[config.mk]
export PLATFORM = sky130hd
export DESIGN_NAME = acc_top
export DESIGN_NICKNAME = d
export VERILOG_FILES = /design/src/shared/acc_pkg.sv /design/src/rtl/acc_top.sv /design/src/rtl/acc_clk_div.sv
export VERILOG_INCLUDE_DIRS = /design/src /design/src/shared
export SDC_FILE = /design/constraint.sdc
export NUM_CORES = 1
export LEC_CHECK = 0
export BUFFER_PORTS_ARGS = -buffer_cell sky130_fd_sc_hd__buf_2
export CAP_MARGIN = 10
export CORE_ASPECT_RATIO = 0.7
export CORE_MARGIN = 4
export CORE_UTILIZATION = 55
export DETAILED_ROUTE_END_ITERATION = 7
export PLACE_DENSITY = 0.87
export SYNTH_ARGS = -nofsm -noshare
export SYNTH_HDL_FRONTEND = slang
export SYNTH_SLANG_ARGS = --single-unit
[constraint.sdc]
create_clock -name CLK -period 3.4 [get_ports CLK]
set_input_delay 0.51 -clock CLK [delete_from_list [all_inputs] [get_ports CLK]]
set_output_delay 0.51 -clock CLK [all_outputs]
set_load 0.005 [all_outputs]
[src/shared/acc_consts.svh]
// Field widths, reset values and codes of the converter clock and configuration control
`ifndef ACC_CONSTS_SVH
`define ACC_CONSTS_SVH

`define ACC_SRC_DIV_W      3
`define ACC_PRESC_W        10
`define ACC_MODE_W         2
`define ACC_TRIG_W         4

`define ACC_SRC_DIV_RST    3'h0
`define ACC_PRESC_RST      10'h000
`define ACC_MODE_RST       2'h0
`define ACC_TRIG_RST       4'h0

// Divider value that passes the clock undivided
`define ACC_DIV_NONE       10'h000
// Forced prescaler value (divide by two)
`define ACC_PRESC_FORCED   10'h001
// Trigger select code for software-immediate
`define ACC_TRIG_IMMEDIATE 4'h0

`define ACC_MODE_NORMAL    2'h0
`define ACC_MODE_HSPEED    2'h1
`define ACC_MODE_HACC      2'h2

`endif

[src/shared/acc_pkg.sv]
// Types of the converter clock and configuration control
package acc_pkg;
  `include "acc_consts.svh"

  typedef struct packed {
    logic [`ACC_SRC_DIV_W-1:0] src_div;
    logic [`ACC_PRESC_W-1:0]   prescale0;
    logic [`ACC_PRESC_W-1:0]   prescale1;
    logic [`ACC_MODE_W-1:0]    mode0;
    logic [`ACC_MODE_W-1:0]    mode1;
    logic                      scan_susp;
    logic                      single_susp;
    logic [`ACC_TRIG_W-1:0]    scan_trig;
    logic [`ACC_TRIG_W-1:0]    single_trig;
  } acc_cfg_t;

  typedef enum logic [2:0] {
    ACC_IDLE = 3'h1,
    ACC_WAKE = 3'h2,
    ACC_CONV = 3'h4
  } acc_fsm_t;

  typedef struct packed {
    acc_cfg_t bus_cfg;
    acc_cfg_t core_cfg;
    logic     en_s1;
    logic     en_s2;
    acc_fsm_t fsm;
    logic     cur_grp;
    logic     cur_scan;
    logic     run;
    logic     go;
    logic     wr_ign;
    logic     busy;
  } acc_st_t;

  typedef struct packed {
    logic [9:0] cnt;
    logic       tick;
  } acc_div_st_t;
endpackage

[src/rtl/acc_top.sv]
// Converter clock generation, write locking and clock suspension control
//
// Notes on behaviour
// - Locked configuration writes are taken only while the enable is low, else ignored.
// - Register side runs on the bus clock; core runs on derived clock enables.
// - Source divider makes core source clock at most 40 MHz; zero passes through.
// - Core source clock drives both warmup prescaler and local timer.
// - Each of two groups holds a conversion divider; conversion uses its group's one.
// - Nonzero source divider with conversion divider zero forces divide by two.
// - Suspended clock restarts before warmup; idle clock stops if either scan or single suspend is set.
// - Suspended clock stops again once the waking conversion completes.
// - Immediate trigger with suspend: clock runs only while a queue is enabled.
`timescale 1ns/1ps
`include "acc_consts.svh"
module acc_top
  import acc_pkg::*;
#(
  parameter int SRC_DIV_W = `ACC_SRC_DIV_W,
  parameter int PRESC_W   = `ACC_PRESC_W
)
(
  input  wire logic                      CLK,
  input  wire logic                      RST_B,
  input  wire logic                      MODULE_EN,
  input  wire logic                      CFG_WR,
  input  wire acc_cfg_t                  CFG_WDATA,
  input  wire logic                      SCAN_QUEUE_EN,
  input  wire logic                      SINGLE_QUEUE_EN,
  input  wire logic                      CONV_REQ,
  input  wire logic                      CONV_REQ_SCAN,
  input  wire logic                      CONV_REQ_GRP,
  input  wire logic                      CONV_DONE,
  output acc_cfg_t                       CFG_RDATA,
  output logic                           CFG_WR_IGNORED,
  output logic                           CORE_EN,
  output logic                           SRC_CLK_EN,
  output logic                           WARMUP_PRESC_CLK_EN,
  output logic                           TIMER_CLK_EN,
  output logic                           CONV_CLK_EN,
  output logic                           CONV_CLK_RUN,
  output logic                           CONV_GO,
  output logic                           CONV_BUSY,
  output logic                           CONV_GRP
);

  if (SRC_DIV_W != `ACC_SRC_DIV_W || PRESC_W != `ACC_PRESC_W)
  begin : g_bad_w
    $error("acc_top: widths must match the configuration type");
  end

  acc_st_t st_q;
  acc_st_t st_d;

  logic                      src_tick;
  logic                      conv_tick;
  logic                      src_tick_q;
  logic                      conv_tick_q;
  logic [PRESC_W-1:0]        presc_sel;
  logic [PRESC_W-1:0]        presc_eff;
  logic [PRESC_W-1:0]        src_div_ext;
  logic                      susp_sel;
  logic                      imm_sel;
  logic                      queue_any;
  logic                      idle_run;

  assign src_div_ext = {{(PRESC_W-SRC_DIV_W){1'b0}}, st_q.core_cfg.src_div};

  // Source divider runs free off the incoming clock
  // source clock division
  acc_clk_div #(
    .W        (PRESC_W)
  ) u_src_div (
    .CLK      (CLK),
    .RST_B    (RST_B),
    .tick_in  (1'b1),
    .run      (1'b1),
    .div      (src_div_ext),
    .tick_out (src_tick)
  );

  assign presc_sel = st_q.cur_grp ? st_q.core_cfg.prescale1 : st_q.core_cfg.prescale0;

  assign presc_eff = (st_q.core_cfg.src_div != `ACC_SRC_DIV_RST
                      && presc_sel == `ACC_DIV_NONE) ? `ACC_PRESC_FORCED : presc_sel;

  // conversion clock derived from the core source clock
  acc_clk_div #(
    .W        (PRESC_W)
  ) u_conv_div (
    .CLK      (CLK),
    .RST_B    (RST_B),
    .tick_in  (src_tick),
    .run      (st_q.run),
    .div      (presc_eff),
    .tick_out (conv_tick)
  );

  // immediate trigger keeps clock up with a queue enabled
  assign imm_sel   = (st_q.core_cfg.scan_trig == `ACC_TRIG_IMMEDIATE)
                     || (st_q.core_cfg.single_trig == `ACC_TRIG_IMMEDIATE);
  assign queue_any = SCAN_QUEUE_EN || SINGLE_QUEUE_EN;

  // separate suspend controls for scan and single
  assign susp_sel = st_q.cur_scan ? st_q.core_cfg.scan_susp : st_q.core_cfg.single_susp;

  // Idle clock: free running unless a suspend is set
  assign idle_run = !(st_q.core_cfg.scan_susp || st_q.core_cfg.single_susp)
                    || (imm_sel && queue_any);

  always_comb
  begin
    st_d        = st_q;
    st_d.go     = 1'b0;
    st_d.wr_ign = 1'b0;

    if (CFG_WR)
    begin
      if (!MODULE_EN)
        st_d.bus_cfg = CFG_WDATA;
      else
        st_d.wr_ign = 1'b1;
    end

    // enable and configuration cross on core ticks
    if (src_tick)
    begin
      st_d.en_s1 = MODULE_EN;
      st_d.en_s2 = st_q.en_s1;
      // Config only follows while the core is disabled, so it never shifts mid-conversion
      if (!st_q.en_s2)
        st_d.core_cfg = st_q.bus_cfg;
    end

    unique case (st_q.fsm)
      ACC_IDLE:
      begin
        st_d.run = st_q.en_s2 && idle_run;
        if (CONV_REQ && st_q.en_s2)
        begin
          st_d.cur_grp  = CONV_REQ_GRP;
          st_d.cur_scan = CONV_REQ_SCAN;
          st_d.busy     = 1'b1;
          st_d.run      = 1'b1;
          st_d.fsm      = ACC_WAKE;
        end
      end
      ACC_WAKE:
      begin
        // clock restarted before the conversion is released
        st_d.run = 1'b1;
        if (conv_tick)
        begin
          st_d.go  = 1'b1;
          st_d.fsm = ACC_CONV;
        end
      end
      ACC_CONV:
      begin
        st_d.run = 1'b1;
        if (CONV_DONE)
        begin
          st_d.busy = 1'b0;
          st_d.fsm  = ACC_IDLE;
          // stop again after the waking conversion
          st_d.run  = !(susp_sel && !(imm_sel && queue_any)) && st_q.en_s2;
        end
      end
    endcase

    // Disabling aborts any conversion in flight
    if (!st_q.en_s2)
    begin
      st_d.fsm  = ACC_IDLE;
      st_d.busy = 1'b0;
      st_d.run  = 1'b0;
      st_d.go   = 1'b0;
    end
  end

  always_ff @(posedge CLK or negedge RST_B)
  begin
    if (!RST_B)
    begin
      st_q                      <= '0;
      st_q.fsm                  <= ACC_IDLE;
      st_q.bus_cfg.src_div      <= `ACC_SRC_DIV_RST;
      st_q.core_cfg.src_div     <= `ACC_SRC_DIV_RST;
      src_tick_q                <= 1'b0;
      conv_tick_q               <= 1'b0;
    end
    else
    begin
      st_q        <= st_d;
      src_tick_q  <= src_tick;
      conv_tick_q <= conv_tick;
    end
  end

  assign CFG_RDATA           = st_q.bus_cfg;
  assign CFG_WR_IGNORED      = st_q.wr_ign;
  assign CORE_EN             = st_q.en_s2;
  assign SRC_CLK_EN          = src_tick_q;
  // warmup prescaler and timer share the source clock
  assign WARMUP_PRESC_CLK_EN = src_tick_q;
  assign TIMER_CLK_EN        = src_tick_q;
  assign CONV_CLK_EN         = conv_tick_q;
  assign CONV_CLK_RUN        = st_q.run;
  assign CONV_GO             = st_q.go;
  assign CONV_BUSY           = st_q.busy;
  assign CONV_GRP            = st_q.cur_grp;

endmodule // acc_top

[src/rtl/acc_clk_div.sv]
// Tick divider: one output pulse every (div+1) input ticks while running
`timescale 1ns/1ps
module acc_clk_div
  import acc_pkg::*;
#(
  parameter int W = 10
)
(
  input  wire logic         CLK,
  input  wire logic         RST_B,
  input  wire logic         tick_in,
  input  wire logic         run,
  input  wire logic [W-1:0] div,
  output logic              tick_out
);

  if (W < 1 || W > 10)
  begin : g_bad_w
    $error("acc_clk_div: W must be 1 to 10");
  end

  acc_div_st_t st_q;
  acc_div_st_t st_d;

  always_comb
  begin
    st_d      = st_q;
    st_d.tick = 1'b0;
    if (!run)
      // Stopped clock restarts from a full period, no runt pulse
      st_d.cnt = 10'h000;
    else if (tick_in)
    begin
      if (st_q.cnt[W-1:0] >= div)
      begin
        st_d.cnt  = 10'h000;
        st_d.tick = 1'b1;
      end
      else
        st_d.cnt = st_q.cnt + 10'h001;
    end
  end

  always_ff @(posedge CLK or negedge RST_B)
  begin
    if (!RST_B)
      st_q <= '0;
    else
      st_q <= st_d;
  end

  assign tick_out = st_q.tick;

endmodule // acc_clk_div

# Word level (Yosys, flattened, before mapping)
# Cells that the tools add are included.
# op_classes
add_sub_neg,2
n_lt_le_gt_ge,2
eq_ne,8
n_mux,26
bitwise,2
n_reduce_logical,22
# op_table
cell,count
10-bit two-way mux,5
"10-bit by 1-bit adder with 10-bit output, second input constant",2
1-bit two-way mux,12
11-bit two-way mux,1
10-bit >= comparator,1
10-bit by 3-bit >= comparator with 1-bit output,1
10-bit logical NOT,1
3-bit two-way mux,3
3-bit case mux with 3 select lines,1
4-bit logical NOT,2
1-bit logical AND,6
6-bit two-way mux,1
"3-bit inequality test, second input constant",2
2-bit AND reduction,3
3-bit AND reduction,2
1-bit logical OR,4
"3-bit by 1-bit == test with 1-bit output, second input constant",1
"3-bit by 2-bit == test with 1-bit output, second input constant",1
"3-bit == test, second input constant",1
1-bit logical NOT,3
"3-bit by 1-bit inequality test with 1-bit output, second input constant",1
"3-bit by 2-bit inequality test with 1-bit output, second input constant",1
1-bit case mux with 3 select lines,1
3-bit nonzero test,1
4 further kinds,5
# totals
ff_bits,105
wordCells,93

# Logic depth before layout (Yosys ltp)
# Gate-level depths: netlist of run 1.
# logic_depth
depth_word,10
ltp_mapped,10

# Modules after synthesis
# Synthesis of run 1 repeated with hierarchy kept, for this count alone.
# hier_totals
hier_cells,475
area_unflattened_um2,5526.6
# modules_own_cells
module,n_inst,cells_each,area_per_inst_um2
acc_top,1,259,3618.5
acc_clk_div at u_conv_div,1,108,969.7
acc_clk_div at u_src_div,1,108,938.4

# Worst setup path before layout of run 1
# No wires, ideal clock.
# synth_path
path_type,register -> register
start,"reg st_q, in the netlist CONV_GRP"
end,reg u_conv_div.st_q[10] (netlist bit)
setup_ps,104
arrival_ps,2490
slack_ps,806
stages_incl_launch_ff,11
path_buffers,1
path_cell_list,dfrtp_1 > buf_2 > mux2i_1 > nand4_1 > o31ai_1 > ha_1 > nand2b_4 > a211oi_4 > a2bb2oi_4 > o21ai_4 > o311ai_1
# synth_between
elab_chain_len,8
# synth_rtl
element,line,text
from (decl),acc_top.sv:51,acc_st_t st_q;
from (signal assigned),acc_top.sv:193,st_q <= st_d;
10-bit two-way mux *,acc_top.sv:81,assign presc_sel = st_q.cur_grp ? st_q.core_cfg.prescale1 : st_q.core_cfg.prescale0;
10-bit logical NOT (no source line),n/a,
1-bit logical AND (no source line),n/a,
10-bit two-way mux *,acc_top.sv:83,assign presc_eff = (st_q.core_cfg.src_div != `ACC_SRC_DIV_RST
10-bit >= comparator *,acc_clk_div.sv:34,if (st_q.cnt[W-1:0] >= div)
10-bit two-way mux *,acc_clk_div.sv:34,
11-bit two-way mux *,acc_clk_div.sv:32,else if (tick_in)
10-bit two-way mux *,acc_clk_div.sv:29,if (!run)
to (signal assigned),acc_clk_div.sv:49,st_q <= st_d;
to (decl),acc_clk_div.sv:22,acc_div_st_t st_q;
# Mark *: on every way between the ends. The rest lies on a longest branch, timed or not. The select of a mux whose other input is x is not followed.
# A chain may end at the register's enable or synchronous reset.

# Worst setup path after layout of run 1
# Same ends and word-level chain as after synthesis.

==> results.json, run 1 <==
{
  "cts_setup_buffers": 0,
  "path_cells": "mux2i_1 -> nand4_1 -> o31ai_1 -> ha_1 -> nand2b_4 -> a211oi_4 -> a2bb2oi_4 -> o21ai_4 -> o311ai_1",
  "endpoint_kind": "flip-flop",
  "p_comb_share_pct": 17.7,
  "arrival_ns": 3.24,
  "period_share_pct": 88.4,
  "dp_hpwl_microns": 7170,
  "synth_top_area_cell": "dfrtp_1",
  "dominantRegCellSynth": "dfrtp_1",
  "synth.top_cells.by_count": "dfrtp_1 (104), mux2_2 (72), buf_4 (39)",
  "crit_type": "reg2reg",
  "wl_per_cell_microns": 17.2,
  "antenna_found_initial": 0,
  "finalSetupViolations": 0,
  "grt_pass1_vias": 3353,
  "antenna_cells": 0,
  "die_x_microns": 121,
  "drcViolationCount": 0,
  "ctsHoldBuffers": 0,
  "htree_levels": 3,
  "cts_buffer_depth": 2,
  "cp.depth": 9,
  "vias_per_cell": 5.56,
  "placed_cell_area_sq_um": 5240,
  "syn_to_final_growth_pct": 12.3,
  "power_leakage_nw": 2.56,
  "port_buffers": 93,
  "startpoint_type": "flip-flop",
  "synthesis.area_sq_um": 4930,
  "switching_share_pct": 26.7,
  "status": "complete, no violations",
  "yosys_warnings": 0,
  "clkSinkCount": 105,
  "synthArstFlopShare_pct": 100,
  "design_area_sq_um": 5540,
  "avgSynthCellArea_sq_um": 12.7,
  "ir_worst_vdd_v": 0.000423,
  "clockRootBuffer": "clkbuf_16",
  "initialDrtViolationCount": 291,
  "cp_max_fo": 12,
  "path_buf_inv": 0,
  "routed_wl_microns": 9830,
  "clk_pin_slew_ns": 0.07,
  "row_count": 28,
  "clk_latency_ns": 0.35,
  "ys_ff_latch": 105,
  "rsz0062_at_grt": "no",
  "ys_top_cells_by_area": "dfrtp_1 (53%), mux2_2 (16%), buf_4 (5.9%)",
  "ios": 94,
  "synth-edff-count": 0,
  "cts_tree": "built",
  "grt_pass1_wl_microns": 16800,
  "reg2reg_depth": 9,
  "p_seq_share_pct": 49.4,
  "die_h_microns": 87.2,
  "fin_ws_ns": 0.394,
  "stdcell_count": 570,
  "first_pass_iters": 4,
  "gr-usage-all-layers_pct": 20.2,
  "yosysSeqAreaShare_pct": 53.3,
  "globalplace.congestion": 0.883,
  "fin_skew_ns": 0.0105,
  "syn_inst": 389,
  "grt.overflow.total": 0,
  "max_slew_margin_pct": 32.0,
  "r2r_slack_ns": 0.39,
  "grt_max_degree": 42,
  "tns_ns": 0,
  "die-area_sq_um": 10600,
  "critPathSlowestCell": "dfrtp_1",
  "dp_cells": 555,
  "intPower_mw": 2.32,
  "slew_viol_final": 0,
  "yosysUniqueCellTypes": 46,
  "max_stage_delay_ns": 0.72,
  "core-area_sq_um": 8580,
  "p_per_area_nw_per_um2": 572,
  "final-hold-violation-count": 0,
  "layout.nets": 508,
  "hold_path_class": "in2async",
  "drive_gt1_share_pct": 42.4,
  "fmax_mhz": 333,
  "max_slew.worst_pin.slew_ns": 1.02,
  "yosysTopAreaCellShare_pct": 52.8,
  "finalPower_mw": 3.17,
  "layout_min_cycle_time_ns": 3.01,
  "pre_cts_ws_ns": 0.402,
  "via_count": 3172,
  "start_util_pct": 57.4,
  "clkPwrFrac_pct": 32.8,
  "antenna_left": 0,
  "crit_required_ns": 3.64,
  "cts_made_buffers": 9,
  "maxCapViolCount": 0,
  "switchingPower_uw": 846,
  "crit_family": "compound AO/OA/AOI/OAI gates",
  "yosysMostFrequentCell": "dfrtp_1",
  "post_cts_resized": 0
}
## cells by family (layout without fill, tap and decap cells)
family | after synthesis | after routing | share of synthesized area (%)
adder cells (fa/ha/maj) | 15 | 15 | 3.81
XOR/XNOR | 3 | 3 | 0.533
buffers and inverters | 61 | 117 | 7.87
AO/OA/AOI/OAI | 48 | 48 | 7.76
other | 1 | 6 | 0.0760
AND/OR/NAND/NOR | 74 | 74 | 8.17
flip-flops | 105 | 105 | 53.3
multiplexers | 82 | 82 | 18.5
## worst reg2reg max path: cells and delay by family, from the launching register on
kind | cells | cell delay (ns)
AOI/OAI and AO/OA | 5 | 1.27
adders and majority gates | 1 | 0.29
DFF | 1 | 0.72
muxes | 1 | 0.33
and+or+nand+nor | 2 | 0.28
## metrics by stage
| step | hold WS, ns | utilization, % |
|---|---|---|
| 2_1_floorplan | 0.214 | - |
| 3_3_place_gp | 0.402 | 61.0 |
| 3_5_place_dp | 0.401 | 61.0 |
| 4_1_cts | 0.147 | 64.5 |
| 5_1_grt | 0.172 | 64.5 |
| 6_report | 0.128 | 64.5 |
## layout make-up
class / instances / area, sq um
well taps: 120 / 150
multi-input cells: 228 / 1950
clock inverters: 5 / 63.8
inverters: 7 / 26.3
repair buffers: 95 / 483
flip-flops and latches: 105 / 2630
clock buffers: 10 / 239
fillers: 642 / 3040
## cell usage in the layout (no fill, tap or decap), types with 6 or more instances in the layout
master,netlist,layout
o21ai_0,12,12
conb_1,1,6
ha_1,15,15
nor2_1,14,14
clkbuf_16,0,9
buf_2,10,92
nand2_1,18,18
nor4_1,6,6
dfrtp_1,104,104
inv_1,7,7
mux2i_1,10,10
a21oi_1,6,6
mux2_2,72,72
## flip-flops by register name, indices dropped and copies added (netlist names), 3 cells and up
register,flops
src_div_ext,3
st_q,35
u_conv_div.st_q,10
u_src_div.st_q,10
CFG_RDATA,37
## power groups by stage
| stage | combinational, mW | sequential, mW | clock [mW] |
|---|---|---|---|
| final | 0.561 | 1.57 | 1.04 |
| after CTS | 0.567 | 1.56 | 1.06 |
| after detailed placement | 0.561 | 1.59 | 0 |
| after global placement | 0.529 | 1.58 | 0 |
| after global routing | 0.620 | 1.59 | 1.11 |
| after floorplan | 0.483 | 1.52 | 0 |
## routing by layer
| layer | part of all wire [%] | GRT usage (%) | vias to the layer above |
|---|---|---|---|
| met5 | 0 | 0 | - |
| met4 | 1.3 | 6.10 | 0 |
| met3 | 7.7 | 5.45 | 13 |
| met2 | 47 | 32.2 | 122 |
| met1 | 44 | 27.5 | 1569 |
| li1 | - | - | 1468 |
## worst paths after layout
kind,start,to
max,CONV_GRP,u_conv_div.st_q[10]
min,RST_B,st_q[19]
max reg2reg,CONV_GRP,u_conv_div.st_q[10]
min reg2reg,u_conv_div.tick_out,CONV_CLK_EN
max in group asynchronous,RST_B,u_conv_div.st_q[2]
min in group CLK,CONV_REQ_GRP,CONV_GRP
No activity file was read; power rests on OpenSTA's default activity.
==> run 2, diff against run 1 <==
--- a/config.mk
+++ b/config.mk
@@ -10,9 +10,10 @@
 export CAP_MARGIN = 10
 export CORE_ASPECT_RATIO = 0.7
 export CORE_MARGIN = 4
-export CORE_UTILIZATION = 55
+export CORE_UTILIZATION = 60
+export CTS_CLUSTER_SIZE = 30
 export DETAILED_ROUTE_END_ITERATION = 7
-export PLACE_DENSITY = 0.87
+export PLACE_DENSITY = 0.93
 export SYNTH_ARGS = -nofsm -noshare
 export SYNTH_HDL_FRONTEND = slang
 export SYNTH_SLANG_ARGS = --single-unit
==> constraint.sdc (replaced) <==
create_clock -name CLK -period 3.6 [get_ports CLK]
set_input_delay 0.54 -clock CLK [delete_from_list [all_inputs] [get_ports CLK]]
set_output_delay 0.54 -clock CLK [all_outputs]
set_load 0.005 [all_outputs]
==> results.json, run 2 (synthesis gave the netlist of run 1 again) <==
{
  "grt_pass1_vias": 3290,
  "rsz0062_at_grt": "no",
  "fin_skew_ns": 0.00373,
  "cts_tree": "built",
  "via_count": 3245,
  "final-hold-violation-count": 0,
  "hold_path_class": "in2async",
  "layout.nets": 508,
  "endpoint_kind": "flip-flop",
  "cp-endpoint": "u_conv_div.st_q[1]",
  "fillers": 529,
  "grt_pass1_wl_microns": 17000,
  "initialDrtViolationCount": 224,
  "multiInputGateArea_sq_um": 1950,
  "clk_latency_ns": 0.35,
  "cts_buffer_depth": 2,
  "max_stage_delay_ns": 0.72,
  "ir_worst_vdd_v": 0.000376,
  "slew_viol_final": 0,
  "crit_family": "compound AO/OA/AOI/OAI gates",
  "max_slew.worst_pin.slew_ns": 1.00,
  "die_x_microns": 116,
  "arrival_ns": 3.37,
  "die-area_sq_um": 9760,
  "cp_max_fo": 12,
  "p_seq_share_pct": 49.5,
  "gr-usage-all-layers_pct": 22.5,
  "rr_endpoint": "u_conv_div.st_q[1]",
  "port_buffers": 93,
  "core-area_sq_um": 7940,
  "vias_per_cell": 5.88,
  "r2r-start": "CONV_GRP",
  "clkSinkCount": 105,
  "tns_ns": 0,
  "switching_share_pct": 27.2,
  "syn_to_final_growth_pct": 11.7,
  "crit_required_ns": 3.85,
  "row_count": 27,
  "final_util_pct": 69.4,
  "p_per_area_nw_per_um2": 542,
  "grt.overflow.total": 0,
  "largest_register_ffs": 37,
  "power_leakage_nw": 2.57,
  "path_cells": "mux2i_1 -> nand4_1 -> o31ai_1 -> ha_1 -> nand2b_4 -> a211oi_4 -> a2bb2oi_4 -> o2111ai_1 -> a21boi_0",
  "p_comb_share_pct": 17.8,
  "status": "complete, no violations",
  "cp-startpoint": "CONV_GRP",
  "dp_hpwl_microns": 6920,
  "path_buf_inv": 0,
  "intPower_mw": 2.17,
  "cp.depth": 9,
  "ios": 94,
  "period_share_pct": 86.5,
  "ctsHoldBuffers": 0,
  "mostFrequentLayoutCells": "dfrtp_1 (104), buf_2 (92), mux2_2 (72), nand2_1 (18), ha_1 (15)",
  "start_util_pct": 62.1,
  "startpoint_type": "flip-flop",
  "final_common_cell": "dfrtp_1",
  "antenna_left": 0,
  "fmax_mhz": 321,
  "clkPwrFrac_pct": 32.7,
  "globalplace.congestion": 0.957,
  "first_pass_iters": 5,
  "max_slew_margin_pct": 33.0,
  "htree_levels": 3,
  "r2r_slack_ns": 0.49,
  "die_h_microns": 83.8,
  "wl_per_cell_microns": 18.1,
  "drcViolationCount": 0,
  "clockRootBuffer": "clkbuf_16",
  "critPathSlowestCell": "dfrtp_1",
  "reg2reg_depth": 9,
  "post_cts_resized": 0,
  "crit_type": "reg2reg",
  "final-seq-area_sq_um": 2630,
  "cts_setup_buffers": 0,
  "grt_max_degree": 60,
  "routed_wl_microns": 9990,
  "antenna_cells": 0,
  "layout_min_cycle_time_ns": 3.11,
  "clk_pin_slew_ns": 0.07,
  "maxCapViolCount": 0,
  "switchingPower_uw": 811,
  "drive_gt1_share_pct": 42.4,
  "finalSetupViolations": 0,
  "antenna_found_initial": 0,
  "cts_made_buffers": 9
}
[run 2: cell count changes in the layout (fill, tap and decap cells not counted), sizes merged]
| cell | change |
|---|---|
| clkinv | +3 |
| clkinvlp | -2 |
[run 2: per-stage QoR]
step	hold slack [ns]	setup WS, ns	power, mW	instances	area, sq um
floorplan	0.244	1.01	1.89	394	4950
global placement	0.399	0.809	1.98	536	5210
detailed placement	0.409	0.570	2.02	536	5210
CTS	0.265	0.489	3.01	552	5510
global route	0.297	0.256	3.14	552	5510
finish	0.239	0.487	2.98	552	5510
[run 2: worst min-delay path by stage]
stage | from | end
after floorplan | RST_B | CFG_RDATA[0]
after global placement | u_conv_div.tick_out | CONV_CLK_EN
after detailed placement | u_conv_div.tick_out | CONV_CLK_EN
after CTS | RST_B | CFG_RDATA[11]
after global routing | RST_B | CFG_RDATA[11]
final | RST_B | CFG_RDATA[11]
[run 2: area by class of cell]
| class | instances | area share (%) |
|---|---|---|
| Tap cell | 101 | 2.29 |
| Timing Repair Buffer | 95 | 8.77 |
| Multi-Input combinational cell | 228 | 35.4 |
| Clock buffer | 10 | 4.16 |
| Clock inverter | 6 | 1.23 |
| Sequential cell | 105 | 47.7 |
| Inverter | 7 | 0.477 |
[run 2: power groups by stage]
| stage | registers [mW] | logic (mW) | clock network (mW) |
|---|---|---|---|
| after global routing | 1.50 | 0.592 | 1.04 |
| after CTS | 1.48 | 0.538 | 0.992 |
| after floorplan | 1.43 | 0.457 | 0 |
| after global placement | 1.49 | 0.498 | 0 |
| final | 1.48 | 0.531 | 0.975 |
| after detailed placement | 1.50 | 0.528 | 0 |
[run 2: routing by layer]
| metal | part of all wire (%) | track usage [%] | vias up | routed length [microns] |
|---|---|---|---|---|
| li1 | - | - | 1468 | - |
| met1 | 43 | 31.7 | 1611 | 4340 |
| met2 | 48 | 33.9 | 142 | 4770 |
| met3 | 6.8 | 5.29 | 24 | 684 |
| met4 | 2.0 | 8.54 | 0 | 199 |
| met5 | 0 | 0 | - | 0 |
